$ cat config.mk
export PLATFORM = sky130hd
export DESIGN_NAME = serial_device_end_flat
export DESIGN_NICKNAME = d
export VERILOG_FILES = /design/src/verilog/serial_port_pkg.sv /design/src/verilog/serial_link_if.sv /design/src/verilog/serial_device_end.sv /design/src/verilog/byte_fifo.sv /design/src/flat_wrapper.sv
export SDC_FILE = /design/constraint.sdc
export NUM_CORES = 1
export LEC_CHECK = 0
export BUFFER_PORTS_ARGS = -buffer_cell sky130_fd_sc_hd__clkbuf_2
export CAP_MARGIN = 15
export CORE_ASPECT_RATIO = 0.9
export CORE_UTILIZATION = 50
export CTS_BUF_LIST = sky130_fd_sc_hd__clkbuf_16
export CTS_CLUSTER_DIAMETER = 30
export CTS_CLUSTER_SIZE = 40
export DETAILED_ROUTE_END_ITERATION = 8
export PLACE_DENSITY = 0.71
export SLEW_MARGIN = 20
export SYNTH_ARGS = -nofsm -noshare
export SYNTH_HDL_FRONTEND = slang
export SYNTH_HIERARCHICAL = 1
export SYNTH_SLANG_ARGS = --single-unit
$ cat constraint.sdc
create_clock -name clk -period 2.8 [get_ports clk]
set_clock_uncertainty 0.2 [all_clocks]
set_input_delay 0.28 -clock clk [delete_from_list [all_inputs] [get_ports clk]]
set_output_delay 0.28 -clock clk [all_outputs]
set_load 0.01 [all_outputs]
$ cat src/verilog/serial_port_pkg.sv
// Shared constants for the logic-level serial command port and its source.
// Assumes a single 40 MHz clock shared by both ends.
package serial_port_pkg;
  localparam int unsigned CLK_HZ = 40000000; // System clock rate
  localparam int unsigned DATA_BITS = 8; // Eight data bits per character
  localparam logic [7:0] INDICATION_BYTE = 8'haa; // Rate indication value
  localparam int unsigned AUTO_MIN_BPS = 1200; // Slowest detectable rate
  localparam int unsigned AUTO_MAX_BPS = 500000; // Fastest detectable rate
  localparam int unsigned FIXED_MIN_BPS = 1099; // Slowest fixed rate
  localparam int unsigned FIXED_MAX_BPS = 2000000; // Fastest fixed rate
  // Longest bit period in cycles, rounded down; fits the fixed 16-bit counters
  localparam int unsigned MAX_BIT_CYC = CLK_HZ / FIXED_MIN_BPS;
  localparam int unsigned MIN_BIT_CYC = CLK_HZ / FIXED_MAX_BPS; // Shortest bit
  localparam int unsigned CNT_W = 16; // Bit timer width
  localparam logic [CNT_W-1:0] DEFAULT_BIT_CYC = 16'h015b; // 115200 bps
  localparam int unsigned STARTUP_US = 1000; // Source quiet time after reset
  localparam int unsigned STARTUP_CYC = STARTUP_US * (CLK_HZ / 1000000);
  localparam int unsigned FIFO_DEPTH = 16; // Receive buffer depth
  localparam logic [2:0] SYNC_RESET = 3'h7; // Line idles high
endpackage

$ cat src/verilog/serial_link_if.sv
// Two wires between the port and the external serial source.
// Assumes the testbench instantiates it and joins both ends.
`timescale 1ns/100ps
interface serial_link_if;
  logic to_dev; // Source to device line
  logic to_src; // Device to source line
  modport device (input to_dev, output to_src);
  modport source (output to_dev, input to_src);
endinterface

$ cat src/verilog/serial_device_end.sv
// Operation
// - Serial and virtual port commands run independently
// - Eight data bits, no parity, one stop
// - Transmit line idles high
// - Low start bit, data LSB first
// - Non-inverted levels on both lines
// - Stop bit high at least one period
// - Auto mode measures period from 0xAA
// - Auto detection covers 1200 to 500000 bps
// - Fixed mode accepts 1099 bps to 2 Mbps
// - Source waits 1 ms after reset
// - Transmit only responses or passthrough bytes
// - Virtual port ignores baud mode
// - Speed commands only in host mode
// - Each end times bits from own clock
// - Auto mode ignores bytes until indication
// - Indication byte may lead a packet
// - Full buffer drops data, flags overrun
//
// Device end of the serial port: receiver with rate detection, receive buffer,
// and a transmitter fed by responses or the passthrough input.
// Assumes a 40 MHz clock and an asynchronous source line.
`timescale 1ns/100ps
module serial_device_end
  import serial_port_pkg::*;
(
  input wire logic clk,
  input wire logic nrst,
  serial_link_if.device link,
  input wire logic auto_baud, // Automatic rate mode
  input wire logic [serial_port_pkg::CNT_W-1:0] fixed_bit_cyc, // Fixed period
  input wire logic reload, // Settings reload pulse
  input wire logic host_mode, // Host command input mode
  input wire logic usb_valid, // Virtual port byte strobe
  input wire logic [7:0] usb_data,
  output logic usb_cmd_valid, // Virtual port byte out
  output logic [7:0] usb_cmd_data,
  output logic cmd_valid, // Serial command byte available
  input wire logic cmd_ready,
  output logic [7:0] cmd_data,
  output logic speed_allow, // Speed commands permitted
  input wire logic resp_valid, // Response byte offered
  output logic resp_ready,
  input wire logic [7:0] resp_data,
  input wire logic pass_valid, // Passthrough byte offered
  output logic pass_ready,
  input wire logic [7:0] pass_data,
  output logic overrun, // Sticky overrun flag
  input wire logic overrun_clr,
  output logic locked, // Rate known, serial accepted
  output logic [serial_port_pkg::CNT_W-1:0] bit_cyc // Period in use
);
  import serial_port_pkg::*;
  typedef enum logic [2:0] {R_IDLE, R_START, R_DATA, R_STOP, R_MEAS} rx_state_t;
  typedef enum logic [1:0] {T_IDLE, T_START, T_DATA, T_STOP} tx_state_t;

  // Three-stage synchroniser; the first stage feeds only the second
  logic [2:0] sync_q;
  logic line_q; // Filtered line level
  wire line_agree = sync_q[1] == sync_q[2];
  always_ff @(posedge clk or negedge nrst) begin
    if (!nrst) begin
      sync_q <= SYNC_RESET;
      line_q <= 1'b1;
    end else begin
      sync_q <= {sync_q[1:0], link.to_dev};
      if (line_agree) line_q <= sync_q[2];
    end
  end
  logic line_d1_q; // Previous filtered level for edges
  always_ff @(posedge clk or negedge nrst) begin
    if (!nrst) line_d1_q <= 1'b1;
    else line_d1_q <= line_q;
  end
  wire fall = line_d1_q && !line_q;
  wire rise = !line_d1_q && line_q;

  // Receiver
  rx_state_t rs_q;
  logic [CNT_W-1:0] rcnt_q; // Bit timer
  logic [2:0] ridx_q; // Data bit index
  logic [7:0] rsh_q; // Shift register
  logic [CNT_W-1:0] per_q; // Locked period
  logic lock_q; // Period locked
  logic [3:0] edges_q; // Edges counted in measurement
  logic [CNT_W+2:0] meas_q; // Span of eight bit times
  logic byte_done_q; // Good character strobe
  wire [CNT_W-1:0] cur_per = auto_baud ? per_q : fixed_bit_cyc;
  wire [CNT_W-1:0] half_per = {1'b0, cur_per[CNT_W-1:1]};
  wire rcnt_end = rcnt_q == '0;
  // Auto mode measures; fixed mode is always ready
  wire need_meas = auto_baud && !lock_q;
  always_ff @(posedge clk or negedge nrst) begin
    if (!nrst) begin
      rs_q <= R_IDLE;
      rcnt_q <= '0;
      ridx_q <= '0;
      rsh_q <= '0;
      per_q <= DEFAULT_BIT_CYC;
      lock_q <= 1'b0;
      edges_q <= '0;
      meas_q <= '0;
      byte_done_q <= 1'b0;
    end else begin
      byte_done_q <= 1'b0;
      if (reload) lock_q <= 1'b0;
      case (rs_q)
        R_IDLE: begin
          if (fall && need_meas) begin
            rs_q <= R_MEAS;
            edges_q <= '0;
            meas_q <= (CNT_W+3)'(1); // Fall cycle counts as the first
          end else if (fall) begin
            rs_q <= R_START;
            rcnt_q <= half_per;
          end
        end
        R_MEAS: begin
          // 0xAA: start falls, then seven edges; the last rise opens bit 7
          meas_q <= meas_q + 1'b1;
          if (fall || rise) edges_q <= edges_q + 1'b1;
          if (rise && edges_q == 4'h6) begin
            // That rise lies eight bit times after the start fall
            per_q <= meas_q[CNT_W+2:3];
            lock_q <= 1'b1;
            rs_q <= R_IDLE;
          end else if (&meas_q) begin
            // Saturation only, so the slowest rate still fits
            rs_q <= R_IDLE; // Too slow to be a valid rate
          end
        end
        R_START: begin
          if (rcnt_end) begin
            if (line_q) rs_q <= R_IDLE; // Glitch, not a start bit
            else begin
              rs_q <= R_DATA;
              rcnt_q <= cur_per - 1'b1;
              ridx_q <= '0;
            end
          end else rcnt_q <= rcnt_q - 1'b1;
        end
        R_DATA: begin
          if (rcnt_end) begin
            rsh_q <= {line_q, rsh_q[7:1]};
            rcnt_q <= cur_per - 1'b1;
            ridx_q <= ridx_q + 1'b1;
            if (ridx_q == 3'h7) rs_q <= R_STOP;
          end else rcnt_q <= rcnt_q - 1'b1;
        end
        R_STOP: begin
          if (rcnt_end) begin
            rs_q <= R_IDLE;
            byte_done_q <= line_q; // Framing error drops the byte
          end else rcnt_q <= rcnt_q - 1'b1;
        end
        default: rs_q <= R_IDLE;
      endcase
    end
  end

  // Receive buffer; a full buffer drops the byte
  wire fifo_in_ready;
  wire fifo_out_valid;
  wire [7:0] fifo_out_data;
  byte_fifo #(.WIDTH(8), .DEPTH(FIFO_DEPTH)) i_byte_fifo (
    .clk(clk),
    .nrst(nrst),
    .in_valid(byte_done_q),
    .in_ready(fifo_in_ready),
    .in_data(rsh_q),
    .out_valid(fifo_out_valid),
    .out_ready(cmd_ready && cmd_valid),
    .out_data(fifo_out_data)
  );
  logic ov_q; // Overrun sticky flag
  logic cv_q; // Output byte held
  logic [7:0] cd_q;
  always_ff @(posedge clk or negedge nrst) begin
    if (!nrst) begin
      ov_q <= 1'b0;
    end else if (byte_done_q && !fifo_in_ready) begin
      ov_q <= 1'b1; // Set wins over clear
    end else if (overrun_clr) begin
      ov_q <= 1'b0;
    end
  end
  // Registered command output stage
  always_ff @(posedge clk or negedge nrst) begin
    if (!nrst) begin
      cv_q <= 1'b0;
      cd_q <= '0;
    end else if (!cv_q || cmd_ready) begin
      cv_q <= 1'b0;
      if (fifo_out_valid && !cv_q) begin
        cv_q <= 1'b1;
        cd_q <= fifo_out_data;
      end
    end
  end
  assign cmd_valid = cv_q;
  assign cmd_data = cd_q;

  // Virtual port path bypasses rate logic
  logic uv_q;
  logic [7:0] ud_q;
  logic sa_q;
  logic [CNT_W-1:0] bc_q;
  always_ff @(posedge clk or negedge nrst) begin
    if (!nrst) begin
      uv_q <= 1'b0;
      ud_q <= '0;
      sa_q <= 1'b0;
      bc_q <= '0;
    end else begin
      uv_q <= usb_valid;
      ud_q <= usb_data;
      sa_q <= host_mode;
      bc_q <= cur_per;
    end
  end
  assign usb_cmd_valid = uv_q;
  assign usb_cmd_data = ud_q;
  assign speed_allow = sa_q;
  assign bit_cyc = bc_q;
  assign overrun = ov_q;
  assign locked = lock_q || !auto_baud ? 1'b1 : 1'b0;

  // Transmitter: responses first, then passthrough
  tx_state_t ts_q;
  logic [CNT_W-1:0] tcnt_q;
  logic [2:0] tidx_q;
  logic [7:0] tsh_q;
  logic tx_q; // Line register
  wire tx_idle = ts_q == T_IDLE;
  wire pick_resp = tx_idle && resp_valid;
  wire pick_pass = tx_idle && !resp_valid && pass_valid;
  assign resp_ready = pick_resp;
  assign pass_ready = pick_pass;
  wire tend = tcnt_q == '0;
  always_ff @(posedge clk or negedge nrst) begin
    if (!nrst) begin
      ts_q <= T_IDLE;
      tcnt_q <= '0;
      tidx_q <= '0;
      tsh_q <= '0;
      tx_q <= 1'b1;
    end else begin
      case (ts_q)
        T_IDLE: begin
          tx_q <= 1'b1;
          if (pick_resp || pick_pass) begin
            tsh_q <= pick_resp ? resp_data : pass_data;
            ts_q <= T_START;
            tx_q <= 1'b0;
            tcnt_q <= cur_per - 1'b1;
          end
        end
        T_START: begin
          if (tend) begin
            ts_q <= T_DATA;
            tx_q <= tsh_q[0];
            tidx_q <= '0;
            tcnt_q <= cur_per - 1'b1;
          end else tcnt_q <= tcnt_q - 1'b1;
        end
        T_DATA: begin
          if (tend) begin
            tcnt_q <= cur_per - 1'b1;
            if (tidx_q == 3'h7) begin
              ts_q <= T_STOP;
              tx_q <= 1'b1;
            end else begin
              tidx_q <= tidx_q + 1'b1;
              tsh_q <= {1'b0, tsh_q[7:1]};
              tx_q <= tsh_q[1];
            end
          end else tcnt_q <= tcnt_q - 1'b1;
        end
        T_STOP: begin
          if (tend) ts_q <= T_IDLE; // Full stop period elapsed
          else tcnt_q <= tcnt_q - 1'b1;
        end
        default: ts_q <= T_IDLE;
      endcase
    end
  end
  assign link.to_src = tx_q;
endmodule // serial_device_end

$ cat src/verilog/byte_fifo.sv
// Parameterised flip-flop FIFO with valid/ready on both sides.
// Assumes one clock; reads are first-word fall-through.
`timescale 1ns/100ps
module byte_fifo #(
  parameter int unsigned WIDTH = 8,
  parameter int unsigned DEPTH = 16
) (
  input wire logic clk,
  input wire logic nrst,
  input wire logic in_valid,
  output logic in_ready,
  input wire logic [WIDTH-1:0] in_data,
  output logic out_valid,
  input wire logic out_ready,
  output logic [WIDTH-1:0] out_data
);
  localparam int unsigned AW = $clog2(DEPTH);
  logic [WIDTH-1:0] mem_q [DEPTH]; // Storage entries
  logic [AW-1:0] wr_q; // Write index
  logic [AW-1:0] rd_q; // Read index
  logic [AW:0] cnt_q; // Occupancy
  wire push = in_valid && in_ready;
  wire pop = out_valid && out_ready;
  assign in_ready = cnt_q < (AW+1)'(DEPTH); // Full only at DEPTH entries
  assign out_valid = cnt_q != '0;
  assign out_data = mem_q[rd_q];
  // Storage written only on push, no reset needed for data
  always_ff @(posedge clk) begin
    if (push) begin
      mem_q[wr_q] <= in_data;
    end
  end
  // Pointers and count
  always_ff @(posedge clk or negedge nrst) begin
    if (!nrst) begin
      wr_q <= '0;
      rd_q <= '0;
      cnt_q <= '0;
    end else begin
      if (push) wr_q <= wr_q + 1'b1;
      if (pop) rd_q <= rd_q + 1'b1;
      cnt_q <= cnt_q + (AW+1)'(push) - (AW+1)'(pop);
    end
  end
endmodule // byte_fifo

$ cat src/flat_wrapper.sv
// flat-port wrapper written by rule: the top's interface ports become plain ports
module serial_device_end_flat import serial_port_pkg::*;
  (clk, nrst, auto_baud, fixed_bit_cyc, reload, host_mode, usb_valid, usb_data, usb_cmd_valid, usb_cmd_data, cmd_valid, cmd_ready, cmd_data, speed_allow, resp_valid, resp_ready, resp_data, pass_valid, pass_ready, pass_data, overrun, overrun_clr, locked, bit_cyc, link_to_dev, link_to_src);
  serial_link_if link_i ();
  input wire logic clk;
  input wire logic nrst;
  input wire logic auto_baud;
  input wire logic [serial_port_pkg::CNT_W-1:0] fixed_bit_cyc;
  input wire logic reload;
  input wire logic host_mode;
  input wire logic usb_valid;
  input wire logic [7:0] usb_data;
  output logic usb_cmd_valid;
  output logic [7:0] usb_cmd_data;
  output logic cmd_valid;
  input wire logic cmd_ready;
  output logic [7:0] cmd_data;
  output logic speed_allow;
  input wire logic resp_valid;
  output logic resp_ready;
  input wire logic [7:0] resp_data;
  input wire logic pass_valid;
  output logic pass_ready;
  input wire logic [7:0] pass_data;
  output logic overrun;
  input wire logic overrun_clr;
  output logic locked;
  output logic [serial_port_pkg::CNT_W-1:0] bit_cyc;
  input wire logic [$bits(link_i.to_dev)-1:0] link_to_dev;
  output wire logic [$bits(link_i.to_src)-1:0] link_to_src;
  assign link_i.to_dev = link_to_dev;
  assign link_to_src = link_i.to_src;
  serial_device_end u_core (.clk(clk), .nrst(nrst), .link(link_i), .auto_baud(auto_baud), .fixed_bit_cyc(fixed_bit_cyc), .reload(reload), .host_mode(host_mode), .usb_valid(usb_valid), .usb_data(usb_data), .usb_cmd_valid(usb_cmd_valid), .usb_cmd_data(usb_cmd_data), .cmd_valid(cmd_valid), .cmd_ready(cmd_ready), .cmd_data(cmd_data), .speed_allow(speed_allow), .resp_valid(resp_valid), .resp_ready(resp_ready), .resp_data(resp_data), .pass_valid(pass_valid), .pass_ready(pass_ready), .pass_data(pass_data), .overrun(overrun), .overrun_clr(overrun_clr), .locked(locked), .bit_cyc(bit_cyc));
endmodule
# Yosys cells after proc, flatten, opt, wreduce, memory -nomap -nowiden
# Memories as Yosys holds them, arrays and structs flattened. A register that Yosys moved wholly into a read port is not among the register bits.
# Cells that the tools add are included.
# W data, S select, Z words.
[totals] register_bits=147 mem_bits_rw=128 output_inout_bits=40 n_memories=1
[op_classes] add_sub_neg=11 order_cmp=1 eq_ne=31 mux=62 reduce_logical=52
[memory_table] memory="u_core.i_byte_fifo.mem_q" depth=16 word_bits=8 rd=1 rd_clocked_by_memory_dff=1 write_ports=1 line_no="byte_fifo.sv:18" text="logic [WIDTH-1:0] mem_q [DEPTH];"
[ops] operator="$mux W16" count=10
[ops] operator="$pmux W16 S4" count=1
[ops] operator="$pmux W16 S3" count=1
[ops] operator="$sub A16 B1 Y16 const B" count=3
[ops] operator="$mux W3" count=14
[ops] operator="$pmux W19 S2" count=1
[ops] operator="$logic_not A16 Y1" count=2
[ops] operator="$mux W8" count=4
[ops] operator="$ne A2 B1 Y1 const B" count=11
[ops] operator="$add A19 B1 Y19 const B" count=1
[ops] operator="$mux W19" count=1
[ops] operator="$reduce_and A19 Y1" count=1
[ops] operator="$pmux W8 S2" count=1
[ops] operator="$mux W1" count=15
[ops] operator="$pmux W3 S5" count=1
[ops] operator="$logic_and A1 B1 Y1" count=13
[ops] operator="$add A4 B1 Y4 const B" count=3
[ops] operator="$mux W2" count=6
[ops] operator="$ne A2 B2 Y1 const B" count=6
[ops] operator="$pmux W3 S2" count=2
[ops] operator="$reduce_and A4 Y1" count=3
[ops] operator="$reduce_and A2 Y1" count=5
[ops] operator="$reduce_and A5 Y1" count=2
[ops] operator="$reduce_bool A2 Y1" count=5
[ops] operator="27 further kinds" count=45

# Longest topological paths before layout
[logic_depth] ltp_word=6 depth_mapped=12 depth_no_buf=12

# Hierarchy
# Netlist, hierarchy kept.
[modules_own_cells] module="serial_device_end" instances=1 cells_each=771 area_per_inst_um2=7308.3 seq_area_each_um2=3568.4
[modules_own_cells] module="byte_fifo" instances=1 cells_each=280 area_per_inst_um2=5699.2 seq_area_each_um2=4169.0

# Worst setup path after synthesis
# OpenSTA, ideal clock, no wires.
[synth_path] path_type="input to register" from="input port auto_baud" to="register u_core.rcnt_q[14]" setup_ps=121 arrival_ps=2596 path_slack_ps=-117 cell_stages=11 n_path_buf=3 path_cell_list="clkbuf_1 buf_2 buf_2 mux2_2 inv_1 ha_1 o211ai_1 nor4b_1 xnor2_1 o21ai_1 a22o_1"
[synth_via] elab_chain_len=5 elab_cells_between_ends=12 classes_between="add/sub (1); eq/ne (1); mux (7); reduce/logical (3)"
[synth_lines] element="from (decl)" line_no="flat_wrapper.sv:7" text="input wire logic auto_baud;"
[synth_lines] element="$mux W16 *" line_no="serial_device_end.sv:88" text="wire [CNT_W-1:0] cur_per = auto_baud ? per_q : fixed_bit_cyc;"
[synth_lines] element="named net u_core.cur_per[0]" line_no="serial_device_end.sv:88"
[synth_lines] element="$sub A16 B1 Y16 *" line_no="serial_device_end.sv:137, serial_device_end.sv:145"
[synth_lines] element="$mux W16" line_no="serial_device_end.sv:134" text="if (line_q) rs_q <= R_IDLE;"
[synth_lines] element="$mux W16" line_no="serial_device_end.sv:133" text="if (rcnt_end) begin"
[synth_lines] element="$pmux W16 S4 *" line_no="serial_device_end.sv:107" text="case (rs_q)"
[synth_lines] element="to (signal assigned)" line_no="serial_device_end.sv:137" text="rcnt_q <= cur_per - 1'b1;"
[synth_lines] element="to (signal assigned)" line_no="serial_device_end.sv:140" text="end else rcnt_q <= rcnt_q - 1'b1;"
[synth_lines] element="to (signal assigned)" line_no="serial_device_end.sv:145" text="rcnt_q <= cur_per - 1'b1;"
[synth_lines] element="to (decl)" line_no="serial_device_end.sv:80" text="logic [CNT_W-1:0] rcnt_q;"
# Mark *: on every way through the listed nets, which the timed path passes. The rest lies on a longest branch. The select of a mux whose other input is x is not followed.
# A chain may end at the register's enable or synchronous reset.

# Final worst setup path
[layout_path] from="register u_core.i_byte_fifo.cnt_q[3]" to="register u_core.i_byte_fifo.cnt_q[4]"
[layout_via] elab_cells_between_ends=6 classes_between="add/sub (2); order compare (1); reduce/logical (3)"
[layout_lines] element="from (decl)" line_no="byte_fifo.sv:21" text="logic [AW:0] cnt_q;"
[layout_lines] element="from (signal assigned)" line_no="byte_fifo.sv:42" text="cnt_q <= cnt_q + (AW+1)'(push) - (AW+1)'(pop);"
[layout_lines] element="$reduce_bool A5 Y1" line_no="byte_fifo.sv:25" text="assign out_valid = cnt_q != '0;"
[layout_lines] element="named net u_core.fifo_out_valid" line_no="serial_device_end.sv:163" text="wire fifo_out_valid;"
[layout_lines] element="$logic_and A1 B1 Y1" line_no="byte_fifo.sv:23" text="wire pop = out_valid && out_ready;"
[layout_lines] element="named net u_core.i_byte_fifo.pop" line_no="byte_fifo.sv:23"
[layout_lines] element="$sub A5 B1 Y5" line_no="byte_fifo.sv:42"
# The timed path passes the listed nets, and every way through them passes these cells.

==> impl_metrics.ini <==
[sta]
max_slew.worst_pin.slew_ps = 851
setup_tns_final_ps = 0
slew-limit-headroom_pct = 43.0
timing.hold.ws_ps = -5.82
setup_failing_eps_final = 0
final_hold_viol_count = 1
maxClockFrequency_mhz = 372
timing.final.max_slew_violations = 0
min_period_ps = 2690
layout_worst_path_cycle_share_pct = 96.1

[global_routing]
first_pass_grt_wire_length_um = 48900
antenna_violations_before_repair = 0
gr-usage-all-layers_pct = 23.6
pin_count_of_the_biggest_net_entering_global_routing = 57
first_global_vias = 9219
grt_overflow_total = 0

[route]
postRouteAntennaNets = 0
route.detailed.drc = 0
vias_per_cell = 5.69
detail_route.wl_per_cell_um = 18.7
routed_via_count = 9271
drt_first_iter_violations = 700
drt_pass1_iterations = 5
detail_route.wirelength_um = 30500

[worst_hold_path]
hold_path.startpoint = resp_data[5]
worstHoldPathType = in -> reg
hold-path-cell-count = 5
worst_hold_path.endpoint = u_core/tsh_q[5]$_DFFE_PN0P_

[synth]
synth_cell_types = 75
ys_seq_area_share_pct = 59.5
synth_fp_nets = 1132
netlist_instances = 1051
post_synthesis_register_bit_count = 283
synth_area_per_cell_sq_um = 12.4
asyncSetResetFlopFracSynth_pct = 54.8
synth_enable_flop_cells = 128
ys.flop_type = sky130_fd_sc_hd__dfrtp_1
synthesis.area_sq_mm = 0.0130
synth-warning-count = 6

[clock_network]
cts-htree-levels = 2
clkTransAtPathRegs_ps = 50
cts_root_buffer = sky130_fd_sc_hd__clkbuf_16
cts_inserted_buffers = 53
cts.sinks = 283
clkLatencyLatePin_ps = 550
cts-root-to-sink-buffers = 3
cts_tree = built

[power]
ir_worst_vdd_mv = 0.771
report.power.total_w = 0.0157
leakage_nw = 6.59
power.density_mw_per_mm2 = 963

[worst_setup_path]
cp-start-kind = flip-flop
worstReg2RegEnd = u_core/i_byte_fifo/cnt_q[4]$_DFF_PN0_
timing.critical_path.required_ps = 3030
timing.reg2reg.setup_slack_ps = 110
cp.arrival_ps = 2920
r2r_start = u_core/i_byte_fifo/cnt_q[3]$_DFF_PN0_
r2r.worst_path.cells = 12
critical_path.max_fanout = 2
worstSetupPathType = reg -> reg
worst_setup_end_kind = flip-flop

[finish]
final_layout_size_suffix_gt1_share_pct = 23.1
final_net_count = 1324
areaGrowthSynthToFinish_pct = 25.6
antenna-diode-count = 0
layout.filler_cells = 1905

[floorplanning]
die_area_sq_mm = 0.0267
floorplan.rows = 55
starting_density_of_the_core_pct = 51.4
coreArea_sq_mm = 0.0253
ios = 91
die_h_um = 155
dieWidth_um = 172

[placed_design]
hpwlAfterDp_um = 19900
place.port_buffers = 90
finalWeightedCongestion = 0.941

[run_status]
outcome = finished, violations left
violations = hold timing

[flow_run]
max_cap_viol_count = 0
## worst max-delay path by stage
| stage | startpoint | end | slack [ps] | cells past startpoint |
|---|---|---|---|---|
| after detailed placement | u_core/i_byte_fifo/cnt_q[3]$_DFF_PN0_ | u_core/i_byte_fifo/cnt_q[4]$_DFF_PN0_ | 40 | 12 |
| after global placement | u_core/i_byte_fifo/cnt_q[3]$_DFF_PN0_ | u_core/i_byte_fifo/cnt_q[4]$_DFF_PN0_ | 70 | 12 |
| after global routing | u_core/i_byte_fifo/cnt_q[3]$_DFF_PN0_ | u_core/i_byte_fifo/cnt_q[4]$_DFF_PN0_ | -30 | 12 |
| after floorplan | auto_baud | u_core/rcnt_q[14]$_DFFE_PN0P_ | 60 | 11 |
| final | u_core/i_byte_fifo/cnt_q[3]$_DFF_PN0_ | u_core/i_byte_fifo/cnt_q[4]$_DFF_PN0_ | 110 | 12 |
| after CTS | u_core/i_byte_fifo/cnt_q[2]$_DFF_PN0_ | u_core/i_byte_fifo/cnt_q[4]$_DFF_PN0_ | 30 | 12 |
## through the flow
stage / hold WS [ps] / area, sq um / std cells / setup slack (ps) / utilization, %
2_1_floorplan: -216 / 13000 / 1051 / 59.9 / -
3_3_place_gp: 77.7 / 14100 / 1484 / 72.6 / 55.6
3_5_place_dp: 80.7 / 14100 / 1484 / 40.7 / 55.6
4_1_cts: 5.45 / 16300 / 1628 / 25.8 / 64.4
5_1_grt: 13.2 / 16300 / 1629 / -25.5 / 64.5
6_report: -5.82 / 16300 / 1629 / 109 / 64.5
## report_power, final
group / internal [W] / leakage, nW / total, W / switching (W)
sequential: 0.00490 / 2.95 / 0.00544 / 0.000537
clock: 0.00395 / 0.857 / 0.00620 / 0.00225
combinational: 0.00181 / 2.78 / 0.00410 / 0.00229
total: 0.0107 / 6.59 / 0.0157 / 0.00508
## cells in the mapped netlist (8+ instances only)
master | count | area [sq um]
sky130_fd_sc_hd__a31oi_1 | 9 | 56.3
sky130_fd_sc_hd__ha_1 | 29 | 363
sky130_fd_sc_hd__nand4_1 | 11 | 68.8
sky130_fd_sc_hd__o21ai_0 | 25 | 125
sky130_fd_sc_hd__nor2_1 | 50 | 188
sky130_fd_sc_hd__mux2_2 | 24 | 270
sky130_fd_sc_hd__mux4_2 | 20 | 450
sky130_fd_sc_hd__nand2_1 | 128 | 480
sky130_fd_sc_hd__mux2_1 | 11 | 124
sky130_fd_sc_hd__a22o_1 | 12 | 105
sky130_fd_sc_hd__nor3_1 | 31 | 155
sky130_fd_sc_hd__clkbuf_1 | 27 | 101
sky130_fd_sc_hd__a22oi_1 | 19 | 143
sky130_fd_sc_hd__o21ai_1 | 55 | 275
sky130_fd_sc_hd__dfstp_2 | 12 | 315
sky130_fd_sc_hd__xor2_1 | 8 | 70.1
sky130_fd_sc_hd__edfxtp_1 | 128 | 3840
sky130_fd_sc_hd__dfrtp_1 | 143 | 3580
sky130_fd_sc_hd__nor4_1 | 10 | 62.6
sky130_fd_sc_hd__nand2b_1 | 11 | 68.8
sky130_fd_sc_hd__or3_1 | 9 | 56.3
sky130_fd_sc_hd__o22ai_1 | 11 | 68.8
sky130_fd_sc_hd__xnor2_1 | 20 | 175
sky130_fd_sc_hd__mux2i_1 | 17 | 170
sky130_fd_sc_hd__and2_1 | 25 | 156
sky130_fd_sc_hd__a21oi_1 | 39 | 195
sky130_fd_sc_hd__mux4_1 | 12 | 315
sky130_fd_sc_hd__nand3_1 | 23 | 115
sky130_fd_sc_hd__inv_1 | 38 | 143
## cell type report
| class | count | area [sq um] | share of cell area (%) |
|---|---|---|---|
| clock buffers | 54 | 1350 | 8.27 |
| clock inverters | 45 | 429 | 2.63 |
| inverters | 39 | 146 | 0.896 |
| multi-input cells | 688 | 4950 | 30.3 |
| flip-flops and latches | 283 | 7740 | 47.4 |
| well taps | 342 | 428 | 2.62 |
| repair buffers | 178 | 1290 | 7.91 |
## cell usage in the layout (no fill, tap or decap), types with 19 or more instances in the layout
master / synthesis / layout
sky130_fd_sc_hd__buf_4: 2 / 38
sky130_fd_sc_hd__dlygate4sd3_1: 0 / 45
sky130_fd_sc_hd__nor3_1: 31 / 31
sky130_fd_sc_hd__xnor2_1: 20 / 20
sky130_fd_sc_hd__nand3_1: 23 / 23
sky130_fd_sc_hd__clkbuf_16: 0 / 54
sky130_fd_sc_hd__mux4_2: 20 / 20
sky130_fd_sc_hd__mux2_2: 24 / 24
sky130_fd_sc_hd__and2_1: 25 / 25
sky130_fd_sc_hd__nor2_1: 50 / 50
sky130_fd_sc_hd__ha_1: 29 / 28
sky130_fd_sc_hd__a22oi_1: 19 / 19
sky130_fd_sc_hd__a21oi_1: 39 / 38
sky130_fd_sc_hd__dfrtp_1: 143 / 142
sky130_fd_sc_hd__edfxtp_1: 128 / 128
sky130_fd_sc_hd__inv_1: 38 / 40
sky130_fd_sc_hd__o21ai_0: 25 / 25
sky130_fd_sc_hd__clkbuf_2: 2 / 89
sky130_fd_sc_hd__o21ai_1: 55 / 55
sky130_fd_sc_hd__nand2_1: 128 / 126
## worst max-delay path, cell delays in order, from the launching register on
cell and delay [ps]:
sky130_fd_sc_hd__dfrtp_1 380, sky130_fd_sc_hd__inv_1 80, sky130_fd_sc_hd__ha_1 130, sky130_fd_sc_hd__or4b_4 460, sky130_fd_sc_hd__nand2_2 90, sky130_fd_sc_hd__inv_1 40, sky130_fd_sc_hd__ha_1 260, sky130_fd_sc_hd__inv_1 40
sky130_fd_sc_hd__ha_2 180, sky130_fd_sc_hd__fa_2 370, sky130_fd_sc_hd__a21oi_2 130, sky130_fd_sc_hd__o21bai_1 80, sky130_fd_sc_hd__xnor2_1 130
## sequential cells by signal, indices dropped and copies added, names as in the netlist, 8 cells and up
register and flops:
u_core/tsh_q 8, u_core/meas_q 19, u_core/rsh_q 8, u_core/rcnt_q 16, u_core/usb_cmd_data 8, u_core/i_byte_fifo/mem_q 128, u_core/bit_cyc 16, u_core/tcnt_q 16
u_core/cmd_data 8, u_core/per_q 16
## routing by layer
metal  track usage (%)  share of wire [%]  routed length [um]
met4              7.21                1.9                 592
met3              3.92                5.4                1640
met1              31.5                 43               13100
met5                 0                  0                   0
met2              39.7                 50               15100
## logic make-up after synthesis
| family | after synthesis | share of synthesized area (%) |
|---|---|---|
| mux | 84 | 10.2 |
| buf+inv | 80 | 2.67 |
| xor+xnor | 28 | 1.89 |
| flops | 283 | 59.5 |
| simple gates | 335 | 12.6 |
| compound gates | 210 | 10.1 |
| fa+ha+maj | 31 | 3.02 |
## timing repair
item                                    CTS  global route
gates resized for setup                   0             7
setup buffers                             0             1
endpoints found under the hold margin   129             0
endpoints found under the setup margin    0            17
hold buffers                             45             0
Note: power is estimated with default switching activity, not from simulation.
